`src/rtl/scv_pkg.sv`:
```
package scv_pkg;
	// ***********************************************
	// data format
	// ***********************************************
	localparam int RESULT_BITS       = 14;
	localparam logic [13:0] ZERO_CODE = 14'h0000;   // bipolar codes flip around zero
	localparam logic [3:0] MSB_INDEX = 4'hd;

	// ***********************************************
	// timing, in nanoseconds, and cycle counts at 100 MHz
	// ***********************************************
	localparam int CLK_PERIOD_NS     = 10;
	localparam int ACQ_CONV_MAX_NS   = 2500;        // acquire plus convert
	localparam int ACQ_MIN_NS        = 500;
	localparam int CONVERT_START_N_QUIET_NS   = 625;
	localparam int NAP_WAKE_NS       = 500;
	localparam int CONV_CYCLES       = (ACQ_CONV_MAX_NS - ACQ_MIN_NS) / CLK_PERIOD_NS;
	localparam int CONVERT_START_N_QUIET_CYC  = CONVERT_START_N_QUIET_NS / CLK_PERIOD_NS;
	localparam int NAP_WAKE_CYC      = (NAP_WAKE_NS + CLK_PERIOD_NS - 1) / CLK_PERIOD_NS;
	localparam int INT_CLK_HALF      = 5;           // 100 MHz / 10 = 10 MHz, nearest to 9.4
	localparam int EXT_CLK_BITS      = 14;          // one comparison per conversion clock
	localparam int EXT_WAIT_NS       = 20000;
	localparam int EXT_WAIT_CYC      = EXT_WAIT_NS / CLK_PERIOD_NS;

	// ***********************************************
	// power modes
	// ***********************************************
	typedef enum logic [1:0] {
		SCV_RUN,
		SCV_NAP,
		SCV_SLEEP
	} scv_power_e;
endpackage

```
`src/rtl/scv_link_if.sv`:
```
`timescale 1ns/100ps
interface scv_link_if;
	logic convert_start_n;
	logic busy_n;
	logic read_n;
	logic power_down_n;
	logic shift_clk;
	logic data_out;
	logic data_out_oe;
	logic conversion_clock_in;
	logic conversion_clock_out;
	logic conversion_clock_out_oe;

	modport converter (
		input  convert_start_n, read_n, power_down_n, shift_clk, conversion_clock_in,
		output busy_n, data_out, data_out_oe, conversion_clock_out, conversion_clock_out_oe
	);
	modport controller (
		output convert_start_n, read_n, power_down_n, shift_clk, conversion_clock_in,
		input  busy_n, data_out, data_out_oe, conversion_clock_out, conversion_clock_out_oe
	);
endinterface

```
`src/rtl/scv_converter.sv`:
```
`timescale 1ns/100ps
module scv_converter
	import scv_pkg::*;
#(
	parameter int CONV_CYC = CONV_CYCLES,
	parameter int EXT_WAIT = EXT_WAIT_CYC,
	parameter int SEL_CYC  = 64               // clock-in high this long selects internal
) (
	// system
	input  wire logic                   clk_sys,
	input  wire logic                   reset_n,
	// link
	scv_link_if.converter               link,
	// analog sample stand-in and status
	input  wire logic [RESULT_BITS-1:0] sample_code,
	output logic [RESULT_BITS-1:0]      last_result,
	output scv_power_e                  power_mode,
	output logic                        internal_clock
);
	// ***********************************************
	// input synchronisers
	// ***********************************************
	logic [4:0] sync_a;
	logic [4:0] sync_b;
	logic [4:0] sync_d;
	always_ff @(posedge clk_sys) begin
		sync_a <= {link.convert_start_n, link.read_n, link.power_down_n,
		           link.shift_clk, link.conversion_clock_in};
		sync_b <= sync_a;
		sync_d <= sync_b;
	end
	wire logic cs_n   = sync_b[4];
	wire logic rd_n   = sync_b[3];
	wire logic pd_n   = sync_b[2];
	wire logic sck    = sync_b[1];
	wire logic eck    = sync_b[0];
	wire logic cs_fall  = sync_d[4] & ~cs_n;
	wire logic pd_fall  = sync_d[2] & ~pd_n;
	wire logic sck_fall = sync_d[1] & ~sck;
	wire logic eck_rise = ~sync_d[0] & eck;

	// ***********************************************
	// clock source selection
	// ***********************************************
	// a free-running external clock never stays high long; a strap does
	logic [15:0] high_cnt;
	always_ff @(posedge clk_sys) begin
		if (!reset_n || !eck) begin
			high_cnt       <= 16'h0000;
			internal_clock <= 1'b0;
		end else if (high_cnt < 16'(SEL_CYC)) begin
			high_cnt <= high_cnt + 16'h0001;
		end else begin
			internal_clock <= 1'b1;
		end
	end

	// internal oscillator stand-in divided from clk_sys
	logic [3:0] div_cnt;
	logic       int_clk;
	always_ff @(posedge clk_sys) begin
		if (!reset_n) begin
			div_cnt <= 4'h0;
			int_clk <= 1'b0;
		end else if (div_cnt == 4'(INT_CLK_HALF - 1)) begin
			div_cnt <= 4'h0;
			int_clk <= ~int_clk;
		end else begin
			div_cnt <= div_cnt + 4'h1;
		end
	end

	// mirror output: internal divider or the sampled external clock
	always_ff @(posedge clk_sys) begin
		if (!reset_n)
			link.conversion_clock_out <= 1'b0;
		else if (internal_clock)
			link.conversion_clock_out <= int_clk;
		else
			link.conversion_clock_out <= eck;
	end
	assign link.conversion_clock_out_oe = ~rd_n;   // drivers float while read is high

	// ***********************************************
	// power modes
	// ***********************************************
	always_ff @(posedge clk_sys) begin
		if (!reset_n)
			power_mode <= SCV_RUN;
		else if (pd_fall)
			power_mode <= rd_n ? SCV_SLEEP : SCV_NAP;
		else if (pd_n)
			power_mode <= SCV_RUN;
	end

	// ***********************************************
	// conversion sequencer
	// ***********************************************
	typedef enum logic [1:0] {
		SCV_IDLE,
		SCV_CONV_INT,
		SCV_CONV_EXT
	} scv_conv_e;
	scv_conv_e   state;
	logic [15:0] conv_cnt;
	logic [3:0]  ext_bits;
	logic        finish;
	always_ff @(posedge clk_sys) begin
		finish <= 1'b0;
		if (!reset_n) begin
			state    <= SCV_IDLE;
			conv_cnt <= 16'h0000;
			ext_bits <= 4'h0;
		end else begin
			case (state)
				SCV_IDLE: begin
					conv_cnt <= 16'h0000;
					ext_bits <= 4'h0;
					if (cs_fall && power_mode == SCV_RUN)
						state <= internal_clock ? SCV_CONV_INT : SCV_CONV_EXT;
				end
				SCV_CONV_INT: begin
					conv_cnt <= conv_cnt + 16'h0001;
					if (conv_cnt == 16'(CONV_CYC - 1)) begin
						finish <= 1'b1;
						state  <= SCV_IDLE;
					end
				end
				SCV_CONV_EXT: begin
					conv_cnt <= conv_cnt + 16'h0001;
					if (eck_rise)
						ext_bits <= ext_bits + 4'h1;
					// external clock supplies one comparison per rising edge
					if ((eck_rise && ext_bits == 4'(EXT_CLK_BITS - 1))
					    || (ext_bits == 4'h0 && conv_cnt == 16'(EXT_WAIT))) begin
						finish <= 1'b1;
						state  <= SCV_IDLE;
					end
				end
				default: state <= SCV_IDLE;
			endcase
		end
	end

	// result latched one cycle before busy rises
	wire logic latch_now = state != SCV_IDLE && !finish && (
	           (state == SCV_CONV_INT && conv_cnt == 16'(CONV_CYC - 1)) ||
	           (state == SCV_CONV_EXT && eck_rise && ext_bits == 4'(EXT_CLK_BITS - 1)));
	always_ff @(posedge clk_sys) begin
		if (!reset_n)
			last_result <= ZERO_CODE;
		else if (latch_now)
			last_result <= sample_code;
	end

	// busy low from start through the cycle the result settles
	always_ff @(posedge clk_sys) begin
		if (!reset_n)
			link.busy_n <= 1'b1;
		else
			link.busy_n <= !(state != SCV_IDLE && !finish) && !(state == SCV_IDLE && cs_fall
			               && power_mode == SCV_RUN);
	end

	// ***********************************************
	// serial read-out
	// ***********************************************
	logic [RESULT_BITS-1:0] shifter;
	always_ff @(posedge clk_sys) begin
		if (!reset_n) begin
			shifter       <= ZERO_CODE;
			link.data_out <= 1'b0;
		end else begin
			// load with the result so the msb stands on the pin before busy rises
			if (latch_now) begin
				shifter       <= {sample_code[RESULT_BITS-2:0], 1'b0};
				link.data_out <= sample_code[MSB_INDEX];
			end else if (sck_fall && !rd_n) begin
				// bit only moves after the falling edge has been synchronised
				link.data_out <= shifter[MSB_INDEX];
				shifter       <= {shifter[RESULT_BITS-2:0], 1'b0};
			end
		end
	end
	assign link.data_out_oe = ~rd_n;
endmodule

```
`src/flat_wrapper.sv`:
```
// flat-port wrapper written by rule: the top's interface ports become plain ports
module scv_converter_flat import scv_pkg::*;
#(
	parameter int CONV_CYC = CONV_CYCLES,
	parameter int EXT_WAIT = EXT_WAIT_CYC,
	parameter int SEL_CYC  = 64                                                          
)
  (clk_sys, reset_n, sample_code, last_result, power_mode, internal_clock, link_convert_start_n, link_read_n, link_power_down_n, link_shift_clk, link_conversion_clock_in, link_busy_n, link_data_out, link_data_out_oe, link_conversion_clock_out, link_conversion_clock_out_oe);
  scv_link_if link_i ();
  input  wire logic clk_sys;
  input  wire logic reset_n;
  input  wire logic [RESULT_BITS-1:0] sample_code;
  output logic [RESULT_BITS-1:0] last_result;
  output scv_power_e power_mode;
  output logic internal_clock;
  input wire logic [$bits(link_i.convert_start_n)-1:0] link_convert_start_n;
  input wire logic [$bits(link_i.read_n)-1:0] link_read_n;
  input wire logic [$bits(link_i.power_down_n)-1:0] link_power_down_n;
  input wire logic [$bits(link_i.shift_clk)-1:0] link_shift_clk;
  input wire logic [$bits(link_i.conversion_clock_in)-1:0] link_conversion_clock_in;
  output wire logic [$bits(link_i.busy_n)-1:0] link_busy_n;
  output wire logic [$bits(link_i.data_out)-1:0] link_data_out;
  output wire logic [$bits(link_i.data_out_oe)-1:0] link_data_out_oe;
  output wire logic [$bits(link_i.conversion_clock_out)-1:0] link_conversion_clock_out;
  output wire logic [$bits(link_i.conversion_clock_out_oe)-1:0] link_conversion_clock_out_oe;
  assign link_i.convert_start_n = link_convert_start_n;
  assign link_i.read_n = link_read_n;
  assign link_i.power_down_n = link_power_down_n;
  assign link_i.shift_clk = link_shift_clk;
  assign link_i.conversion_clock_in = link_conversion_clock_in;
  assign link_busy_n = link_i.busy_n;
  assign link_data_out = link_i.data_out;
  assign link_data_out_oe = link_i.data_out_oe;
  assign link_conversion_clock_out = link_i.conversion_clock_out;
  assign link_conversion_clock_out_oe = link_i.conversion_clock_out_oe;
  scv_converter #(.CONV_CYC(CONV_CYC), .EXT_WAIT(EXT_WAIT), .SEL_CYC(SEL_CYC)) u_core (.clk_sys(clk_sys), .reset_n(reset_n), .link(link_i), .sample_code(sample_code), .last_result(last_result), .power_mode(power_mode), .internal_clock(internal_clock));
endmodule
```
`config.mk`:
```
export PLATFORM = sky130hd
export DESIGN_NAME = scv_converter_flat
export DESIGN_NICKNAME = d
export VERILOG_FILES = /design/src/rtl/scv_pkg.sv /design/src/rtl/scv_link_if.sv /design/src/rtl/scv_converter.sv /design/src/flat_wrapper.sv
export SDC_FILE = /design/constraint.sdc
export NUM_CORES = 1
export LEC_CHECK = 0
export ABC_AREA = 1
export ABC_CLOCK_PERIOD_IN_PS = 2000
export BUFFER_PORTS_ARGS = -buffer_cell sky130_fd_sc_hd__buf_2
export CAP_MARGIN = 20
export CORE_ASPECT_RATIO = 1.25
export CORE_UTILIZATION = 30
export CTS_CLUSTER_DIAMETER = 40
export CTS_CLUSTER_SIZE = 25
export DETAILED_ROUTE_END_ITERATION = 8
export GPL_ROUTABILITY_DRIVEN = 1
export PLACE_DENSITY = 0.53
export REMOVE_ABC_BUFFERS = 1
export SLEW_MARGIN = 0
export SYNTH_ARGS = -nofsm -noshare
export SYNTH_HDL_FRONTEND = slang
export SYNTH_SLANG_ARGS = --single-unit
```
`constraint.sdc`:
```
create_clock -name clk_sys -period 2 [get_ports clk_sys]
set_input_delay 0.1 -clock clk_sys [delete_from_list [all_inputs] [get_ports clk_sys]]
set_output_delay 0.1 -clock clk_sys [all_outputs]
set_load 0.01 [all_outputs]
```
Word-level counts from Yosys, hierarchy flattened
Index checks and enable logic that the tools add are counted.

operators by class
  $add $sub $neg = 4
  multipliers = 0
  divide/modulo/power cells = 0
  $lt $le $gt $ge = 1
  eq/ne operators = 10
  shift operators = 0
  multiplexer cells = 19
  bitwise gates (word level) = 11
  reductions and logical operators = 33

operator list
  kind                                                                            number
  16-bit by 1-bit adder with 16-bit output (second input constant)                2
  16-bit case mux with 2 select lines                                             1
  14-bit two-way mux                                                              2
  16-bit by 11-bit equality test with 1-bit output (second input constant)        1
  16-bit by 8-bit equality test with 1-bit output (second input constant)         1
  16-bit by 7-bit less-than comparator with 1-bit output (second input constant)  1
  2-bit two-way mux                                                               7
  1-bit logical AND                                                               12
  2-bit nonzero test                                                              5
  4-bit by 1-bit adder with 4-bit output (second input constant)                  2
  2-bit by 1-bit inequality test with 1-bit output (second input constant)        4
  4-bit case mux with 2 select lines                                              1
  1-bit inverter                                                                  7
  1-bit zero test                                                                 6
  2-bit case mux with 3 select lines                                              1
  1-bit two-way mux                                                               5
  1-bit AND                                                                       4
  4-bit by 3-bit equality test with 1-bit output (second input constant)          1
  4-bit equality test (second input constant)                                     1
  2-bit zero test                                                                 2
  4-bit zero test                                                                 1
  4-bit two-way mux                                                               1
  2-bit OR reduction                                                              2
  1-bit logical OR                                                                3
  5 further kinds                                                                 5

storage, ports and cells
  register bits after elaboration = 92
  bits in latches = 0
  bits in writable memories = 0
  bits in read-only memories = 0
  memories = 0

Depth between registers and ports, before layout
Gate-level depths: netlist (run 1).

  depth after elaboration = 7
  mapped depth = 12
  gate-level depth less buffers = 11

Worst setup path after synthesis (run 1)
OpenSTA, ideal clock, no wires.

  path kind = register -> register
  start = reg u_core.state[0]
  end = reg u_core.ext_bits[3]
  arrival = 1.410 ns
  data required time = 1.878 ns
  setup slack = 0.468 ns
  cell stages (with the launch flop) = 9
  path buffers = 0
  clock period less this slack = 1.532 ns
  cell sequence = dfxtp_1 inv_1 ha_1 o21ai_0 inv_1 nor2_1 nand3_1 xor2_1 nor2_1

between the ends
  cells in the longest elaborated chain, start to end = 3

ends and longest elaborated chain
  element                                                                                                  RTL line              source
  start, declared                                                                                          scv_converter.sv:104  scv_conv_e state;
  start signal, assigned                                                                                   scv_converter.sv:120  state <= internal_clock ? SCV_CONV_INT : SCV_CONV_EXT;
  2-bit equality test or 2-bit zero test (tied branches)                                                   scv_converter.sv:115  case (state)
  2-bit by 1-bit inequality test with 1-bit output (no source line) or 2-bit nonzero test (tied branches)  -
  2-bit AND reduction (no source line)                                                                     -
  end signal, assigned                                                                                     scv_converter.sv:132  ext_bits <= ext_bits + 4'h1;
  end, declared                                                                                            scv_converter.sv:106  logic [3:0] ext_bits;

Several ways; a longest one is shown, not always the timed one.
A chain may end at the register's enable or synchronous reset.

Final worst setup path (run 1)
  start = reg u_core.state[1]
  end = reg u_core.conv_cnt[10]

between the ends
  cells in the longest elaborated chain, start to end = 3

ends and longest elaborated chain
  element                                                                                RTL line              source
  2-bit equality test or 2-bit by 1-bit equality test with 1-bit output (tied branches)  scv_converter.sv:115
  2-bit OR reduction (no source line)                                                    -
  16-bit case mux with 2 select lines or 2-bit nonzero test (tied branches)              -
  end signal, assigned                                                                   scv_converter.sv:123  conv_cnt <= conv_cnt + 16'h0001;
  end signal, assigned                                                                   scv_converter.sv:130  conv_cnt <= conv_cnt + 16'h0001;
  end, declared                                                                          scv_converter.sv:105  logic [15:0] conv_cnt;

Several ways; a longest one is shown, not always the timed one.

==> results of run 1 <==
[placed cells by master, fill, tap and decap left out, types with 2 or more instances in the layout]
cell type,synthesis,routed
a211oi_1,2,2
a21oi_1,34,34
a31oi_1,2,2
buf_2,4,42
buf_4,1,7
bufinv_16,0,3
clkbuf_16,0,9
clkinvlp_4,0,2
dfxtp_1,91,91
dlygate4sd3_1,0,5
ha_1,12,12
inv_1,75,75
inv_2,2,2
nand2_1,114,114
nand3_1,50,50
nand3_2,2,2
nand4_1,10,10
nor2_1,69,69
nor2_2,5,4
nor2_4,1,2
nor3_1,7,7
o21ai_0,10,10
or2_2,2,2
xnor2_1,2,2
xor2_1,5,5
[per-layer routing]
layer,vias up,part of all wire [%],GRT usage (%)
met2,32,49,21.7
met5,-,0,0
met3,13,1.7,2.16
met4,0,2.5,6.89
li1,1738,-,-
met1,1466,47,14.8
[critical path: stages, from the launching register on]
cell and delay [ps]:
dfxtp_1 340, ha_1 300, inv_2 160, nand3_1 140, nor2_2 160, nand3_1 170, nor2_4 180, xor2_1 160
nor2_1 50
[final timing paths]
| path | start | to | slack [ps] | depth (start not counted) |
|---|---|---|---|---|
| min reg2reg | u_core.sync_a[3]$_DFF_P_ | u_core.sync_b[3]$_DFF_P_ | 330 | 0 |
| max | u_core.state[1]$_SDFFE_PN0P_ | u_core.conv_cnt[10]$_SDFFE_PN0P_ | 230 | 8 |
| min | sample_code[13] | u_core.last_result[13]$_SDFFE_PN0N_ | 60 | 3 |
| max reg2reg | u_core.state[1]$_SDFFE_PN0P_ | u_core.conv_cnt[10]$_SDFFE_PN0P_ | 230 | 8 |
[sequential cells by signal (all words and copies together), names as in the netlist, 2 cells and up]
name                flops
u_core.conv_cnt        16
u_core.div_cnt          4
u_core.ext_bits         4
u_core.high_cnt        16
u_core.last_result     14
u_core.power_mode       2
u_core.shifter         13
u_core.state            2
u_core.sync_a           5
u_core.sync_b           5
u_core.sync_d           4
[power by group through the flow]
| stage | Combinational (W) | Sequential, W | Clock (W) |
|---|---|---|---|
| after detailed placement | 0.000572 | 0.00197 | 0 |
| after CTS | 0.000585 | 0.00193 | 0.00202 |
| final | 0.000585 | 0.00193 | 0.00197 |
| after floorplan | 0.000369 | 0.00197 | 0 |
| after global placement | 0.000556 | 0.00197 | 0 |
| after global routing | 0.000668 | 0.00194 | 0.00210 |
[cell type report]
cell class / instances / area, µm² / share of cell area [%]
sequential: 91 / 1820 / 39.1
multi-input combinational: 337 / 1670 / 35.9
timing repair buffer: 54 / 313 / 6.71
inverter: 78 / 293 / 6.28
clock buffer: 9 / 225 / 4.83
tap: 168 / 210 / 4.51
clock inverter: 7 / 125 / 2.68
[through the flow]
step | std cells | power, W | hold slack [ps] | setup slack, ps | cell area (µm²)
4_1_cts | 744 | 0.00453 | 48.7 | 193 | 4650
6_report | 744 | 0.00448 | 60.2 | 233 | 4660
2_1_floorplan | 506 | 0.00233 | 128 | 115 | 3770
3_3_place_gp | 723 | 0.00252 | 204 | 215 | 4250
5_1_grt | 744 | 0.00470 | 72.2 | 2.54 | 4660
3_5_place_dp | 723 | 0.00254 | 205 | 203 | 4250
[timing repair]
action | 4_1_cts | 5_1_grt
hold buffers | 5 | 0
resized for setup | 0 | 2
hold endpoints to repair | 5 | 0
setup endpoints to repair | 0 | 4
[cells by family (layout without fill, tap and decap cells)]
kind of cell / after synthesis / count (layout) / share of synthesized area (%)
and+or+nand+nor: 265 / 265 / 29.8
buffers and inverters: 93 / 148 / 10.2
DFF: 91 / 91 / 47.0
AOI/OAI and AO/OA: 53 / 53 / 7.52
adders and majority gates: 12 / 12 / 3.87
xor gates and xnor gates: 7 / 7 / 1.58
==> results by group, run 1 <==
Run status
  • Status: completed

Timing
  • Fmax: 0.566 GHz
  • Post-layout minimum cycle time: 1770 ps
  • Pins Over Slew Limit: 0
  • Tightest Pin Transition: 463 ps
  • Final Hold Fails: 0
  • Final Cycle Share: 88.3%
  • Unrepaired setup endpoints after global routing: no
  • Fin Setup TNS: 0 ps
  • Finish-stage setup viols: 0
  • Slew margin rel.: 69.1%
  • Worst Skew: 4.37 ps

Power and ir drop
  • Net Sw Power: 0.00115 W
  • Pwr Density: 961 nW/µm²
  • Internal: 0.00333 W
  • Switching Share: 25.8%
  • Logic gate share of total power: 13.1%
  • Sequential Power Share: 43.0%
  • Lkg Pwr: 2.11 nW
  • Worst ir drop on vdd: 469 µV
  • Clk network pwr share: 43.9%

Placed design
  • PortBufs: 42
  • RD Place Congestion: 0.774
  • Final HPWL DP: 5.64 mm

Route
  • Iter 0 DRT Violations: 124
  • DR vias: 3,249
  • Total Wirelength: 7.89 mm
  • Via-to-Cell Ratio: 4.37
  • DRC Markers: 0
  • WL per Instance: 10.6 µm
  • First-pass DRT Iterations: 4
  • Remaining antenna violation count after routing: 0

Worst hold path
  • Min-delay worst type: input pin to flip-flop

Setup path
  • CP max FO: 6
  • Critical path data required time: 2230 ps
  • Worst setup SP type: flip-flop
  • Setup Crit Path Kind: flip-flop to flip-flop
  • Crit end category: flip-flop
  • Worst EP arrival: 2000 ps

Floorplanning
  • # IOs: 43
  • # rows: 46
  • Starting Density: 30.6%
  • Chip height: 129 µm
  • Die Footprint: 13,400 µm²
  • Core Footprint: 12,700 µm²
  • Chip width: 104 µm

Synthesis
  • Post-synth top cells: 114 x nand2_1, 91 x dfxtp_1, 75 x inv_1, 69 x nor2_1, 50 x nand3_1
  • Yosys top cell by area: dfxtp_1
  • Primary FF master, synth: dfxtp_1
  • Ys async rst share: 0%
  • Synthesized area: 3880 µm²
  • Cell count after synthesis: 521
  • Post-synth EDFFs: 0
  • FF+latch count, synth: 91
  • Yosys warns: 0
  • Main area contributors after synthesis: dfxtp_1 47%, nand2_1 11%, inv_1 7.3%, nor2_1 6.7%, nand3_1 6.5%
  • Most common cell in the synthesized netlist: nand2_1
  • Syn avg cell area: 7.44 µm²
  • Top cell type's share of synthesized area: 47.0%
  • Count of cell types in the netlist: 34
  • Post-synthesis sequential area ratio: 47.0%

Job
  • Max capacitance violation total: 0

Global route
  • Grt total ovfl: 0
  • Initial antenna violation count: 0
  • Total GRT Usage: 12.5%
  • Vias in the first global route: 3,115
  • First-pass GRT wire length: 13.6 mm
  • Largest net degree at the start of global routing: 42

Finish
  • Util after Layout: 36.8%
  • Antenna diodes: 0
  • Fillers: 1,369
  • Share of cells above drive strength 1: 14.2%
  • Layout overhead on the synthesized area: 20.2%
  • Nets: 604

Clock network
  • TritonCTS clock tree: done
  • CTS root buf: clkbuf_16
  • H-tree Lvls: 3
  • Max Root-Sink Buffers: 2
  • Cts bufs inserted: 9
  • Clock sinks: 91
  • Clock-pin slew on the worst setup and hold paths: 70 ps
  • Latest clock arrival within the worst-skew pair: 340 ps
  • Postcts setup bufs: 0
No activity file was read; power rests on OpenSTA's default activity.
==> run 2: changes to the inputs <==
- BUFFER_PORTS_ARGS: -buffer_cell sky130_fd_sc_hd__buf_2 -> -buffer_cell sky130_fd_sc_hd__clkbuf_2
==> results by group, run 2 (synthesis gave the netlist of run 1 again) <==
Run status
  • Status: completed (unchanged)

Setup path
  • Worst setup startpoint: u_core.state[0]$_SDFFE_PN0P_ (was u_core.state[1]$_SDFFE_PN0P_)
  • Reg2Reg Depth: 9 (was 8)
  • Setup Crit Path Kind: flip-flop to flip-flop (unchanged)
  • Worst-path cell chain: inv_1, ha_1, inv_1, o21ai_0, inv_1, nor2_1, nand3_1, xor2_1, nor2_1 (was ha_1, inv_2, nand3_1, nor2_2, nand3_1, nor2_4, xor2_1, nor2_1)
  • Critical path data required time: 2220 ps (was 2230 ps)
  • Critical Path Max Stage Delay: 390 ps (was 340 ps)
  • Worst path most repeated cell: inv_1 (was nand3_1)
  • CP max FO: 5 (was 6)
  • Worst EP arrival: 2050 ps (was 2000 ps)
  • Reg-to-reg setup timing slack: 180 ps (was 230 ps)
  • Crit end category: flip-flop (unchanged)
  • R2R Path Start: u_core.state[0]$_SDFFE_PN0P_ (was u_core.state[1]$_SDFFE_PN0P_)
  • Worst setup SP type: flip-flop (unchanged)
  • R2r endpoint: u_core.ext_bits[3]$_SDFFE_PN0P_ (was u_core.conv_cnt[10]$_SDFFE_PN0P_)
  • Slowest CP cell: o21ai_0 (was dfxtp_1)

Timing
  • Final Hold Fails: 0 (unchanged)
  • Finish-stage setup viols: 0 (unchanged)
  • Fin Setup TNS: 0 ps (unchanged)
  • Post-layout minimum cycle time: 1820 ps (was 1770 ps)
  • Pins Over Slew Limit: 0 (unchanged)
  • Hold WS: 46.1 ps (was 60.2 ps)
  • Slew margin rel.: 69.5% (was 69.1%)
  • Unrepaired setup endpoints after global routing: no (unchanged)
  • Final Cycle Share: 91.1% (was 88.3%)
  • Tightest Pin Transition: 457 ps (was 463 ps)
  • Fmax: 0.549 GHz (was 0.566 GHz)
  • Worst Skew: 4.28 ps (was 4.37 ps)

Worst hold path
  • Worst Hold End: u_core.last_result[0]$_SDFFE_PN0N_ (was u_core.last_result[13]$_SDFFE_PN0N_)
  • Hold_sp: sample_code[0] (was sample_code[13])
  • Hold depth: 3 (unchanged)
  • Min-delay worst type: input pin to flip-flop (unchanged)

Power and ir drop
  • Pwr Density: 959 nW/µm² (was 961 nW/µm²)
  • Switching Share: 25.3% (was 25.8%)
  • Net Sw Power: 0.00113 W (was 0.00115 W)
  • Logic gate share of total power: 12.8% (was 13.1%)
  • Sequential Power Share: 43.3% (was 43.0%)
  • Clk network pwr share: 43.9% (about the same)
  • Internal: 0.00333 W (about the same)
  • Worst ir drop on vdd: 486 µV (was 469 µV)
  • Lkg Pwr: 2.10 nW (was 2.11 nW)
  • Power, Total: 0.00445 W (was 0.00448 W)

Placed design
  • Final HPWL DP: 5.57 mm (was 5.64 mm)
  • PortBufs: 42 (unchanged)
  • RD Place Congestion: 0.777 (was 0.774)

Finish
  • Fillers: 1,340 (was 1,369)
  • Antenna diodes: 0 (unchanged)
  • Share of cells above drive strength 1: 14.1% (was 14.2%)
  • Layout overhead on the synthesized area: 19.8% (was 20.2%)
  • Commonest cells after routing, fill and taps aside: 114 x nand2_1, 91 x dfxtp_1, 75 x inv_1, 69 x nor2_1, 50 x nand3_1 (unchanged)
  • Util after Layout: 36.7% (was 36.8%)
  • Commonest non-fill, non-tap cell in the layout: nand2_1 (unchanged)
  • Nets: 603 (was 604)
  • Largest regs: u_core.conv_cnt (16), u_core.high_cnt (16), u_core.last_result (14) (unchanged)

Clock network
  • H-tree Lvls: 3 (unchanged)
  • Latest clock arrival within the worst-skew pair: 340 ps (about the same)
  • Clock-pin slew on the worst setup and hold paths: 70 ps (about the same)
  • CTS root buf: clkbuf_16 (unchanged)
  • Clock sinks: 91 (unchanged)
  • Postcts setup bufs: 0 (unchanged)
  • Cts bufs inserted: 9 (unchanged)
  • TritonCTS clock tree: done (unchanged)
  • Max Root-Sink Buffers: 2 (unchanged)

Floorplanning
  • # rows: 46 (unchanged)
  • # IOs: 43 (unchanged)
  • Chip height: 129 µm (unchanged)
  • Core Footprint: 12,700 µm² (unchanged)
  • Chip width: 104 µm (unchanged)
  • Starting Density: 30.6% (unchanged)
  • Die Footprint: 13,400 µm² (unchanged)

Route
  • DRC Markers: 0 (unchanged)
  • First-pass DRT Iterations: 6 (was 4)
  • DR vias: 3,222 (was 3,249)
  • Iter 0 DRT Violations: 126 (was 124)
  • Via-to-Cell Ratio: 4.34 (was 4.37)
  • Remaining antenna violation count after routing: 0 (unchanged)
  • Total Wirelength: 7.73 mm (was 7.89 mm)
  • WL per Instance: 10.4 µm (was 10.6 µm)

Job
  • Max capacitance violation total: 0 (unchanged)

Global route
  • Vias in the first global route: 2,988 (was 3,115)
  • Largest net degree at the start of global routing: 42 (unchanged)
  • Grt total ovfl: 0 (unchanged)
  • Total GRT Usage: 12.2% (was 12.5%)
  • First-pass GRT wire length: 13.1 mm (was 13.6 mm)
  • Initial antenna violation count: 0 (unchanged)
-- run 2: cell types whose count changed in the layout (fill, tap and decap cells not counted) --
cell and delta:
buf_4 -1, nand2_8 -1, nand2_4 +1, buf_2 -42, clkbuf_2 +42
-- run 2: worst max-delay path, delay by kind of cell (launching register included) --
| kind | cells | cell delay, ps |
|---|---|---|
| AOI/OAI and AO/OA | 1 | 390 |
| xor gates and xnor gates | 1 | 150 |
| adders and majority gates | 1 | 210 |
| buffers and inverters | 3 | 310 |
| DFF | 1 | 320 |
| and+or+nand+nor | 3 | 310 |
-- run 2: worst max path at each step --
stage,endpoint,slack (ps),cells after the start
after global placement,u_core.conv_cnt[10]$_SDFFE_PN0P_,220,8
final,u_core.ext_bits[3]$_SDFFE_PN0P_,180,9
after global routing,u_core.shifter[11]$_SDFFE_PN0P_,3,10
after floorplan,u_core.link.data_out$_SDFFE_PN0P_,120,8
after detailed placement,u_core.conv_cnt[14]$_SDFFE_PN0P_,210,9
after CTS,u_core.ext_bits[3]$_SDFFE_PN0P_,190,9
-- run 2: area by class of cell --
| cell class | instances | area, µm² | share of cell area, % |
|---|---|---|---|
| sequential | 91 | 1820 | 39.2 |
| clock buffer | 9 | 225 | 4.85 |
| multi-input combinational | 337 | 1660 | 35.8 |
| clock inverter | 7 | 125 | 2.69 |
| inverter | 78 | 293 | 6.30 |
| timing repair buffer | 53 | 305 | 6.57 |
| tap | 168 | 210 | 4.53 |
-- run 2: power by group through the flow --
stage | registers, W | logic (W) | clock network (W)
after floorplan | 0.00197 | 0.000369 | 0
after global placement | 0.00197 | 0.000555 | 0
after global routing | 0.00194 | 0.000654 | 0.00207
after CTS | 0.00193 | 0.000575 | 0.00201
after detailed placement | 0.00197 | 0.000564 | 0
final | 0.00193 | 0.000570 | 0.00195
-- run 2: repair_timing --
item / 4_1_cts / 5_1_grt
hold endpoints to repair: 5 / 0
resized for setup: 0 / 1
hold buffers: 5 / 0
setup endpoints to repair: 0 / 2
-- run 2: metal layers --
metal,track usage [%],vias up,routed length (µm)
met3,2.21,13,144
li1,-,1737,-
met2,20.9,35,3750
met5,0,-,0
met4,7.39,0,198
met1,14.5,1437,3640
-- run 2: through the flow --
step | std cells | area (µm²) | setup slack (ps)
after detailed placement | 722 | 4240 | 215
after global placement | 722 | 4240 | 217
final | 743 | 4640 | 178
after global routing | 743 | 4640 | 3.25
after CTS | 743 | 4640 | 192
after floorplan | 506 | 3770 | 115
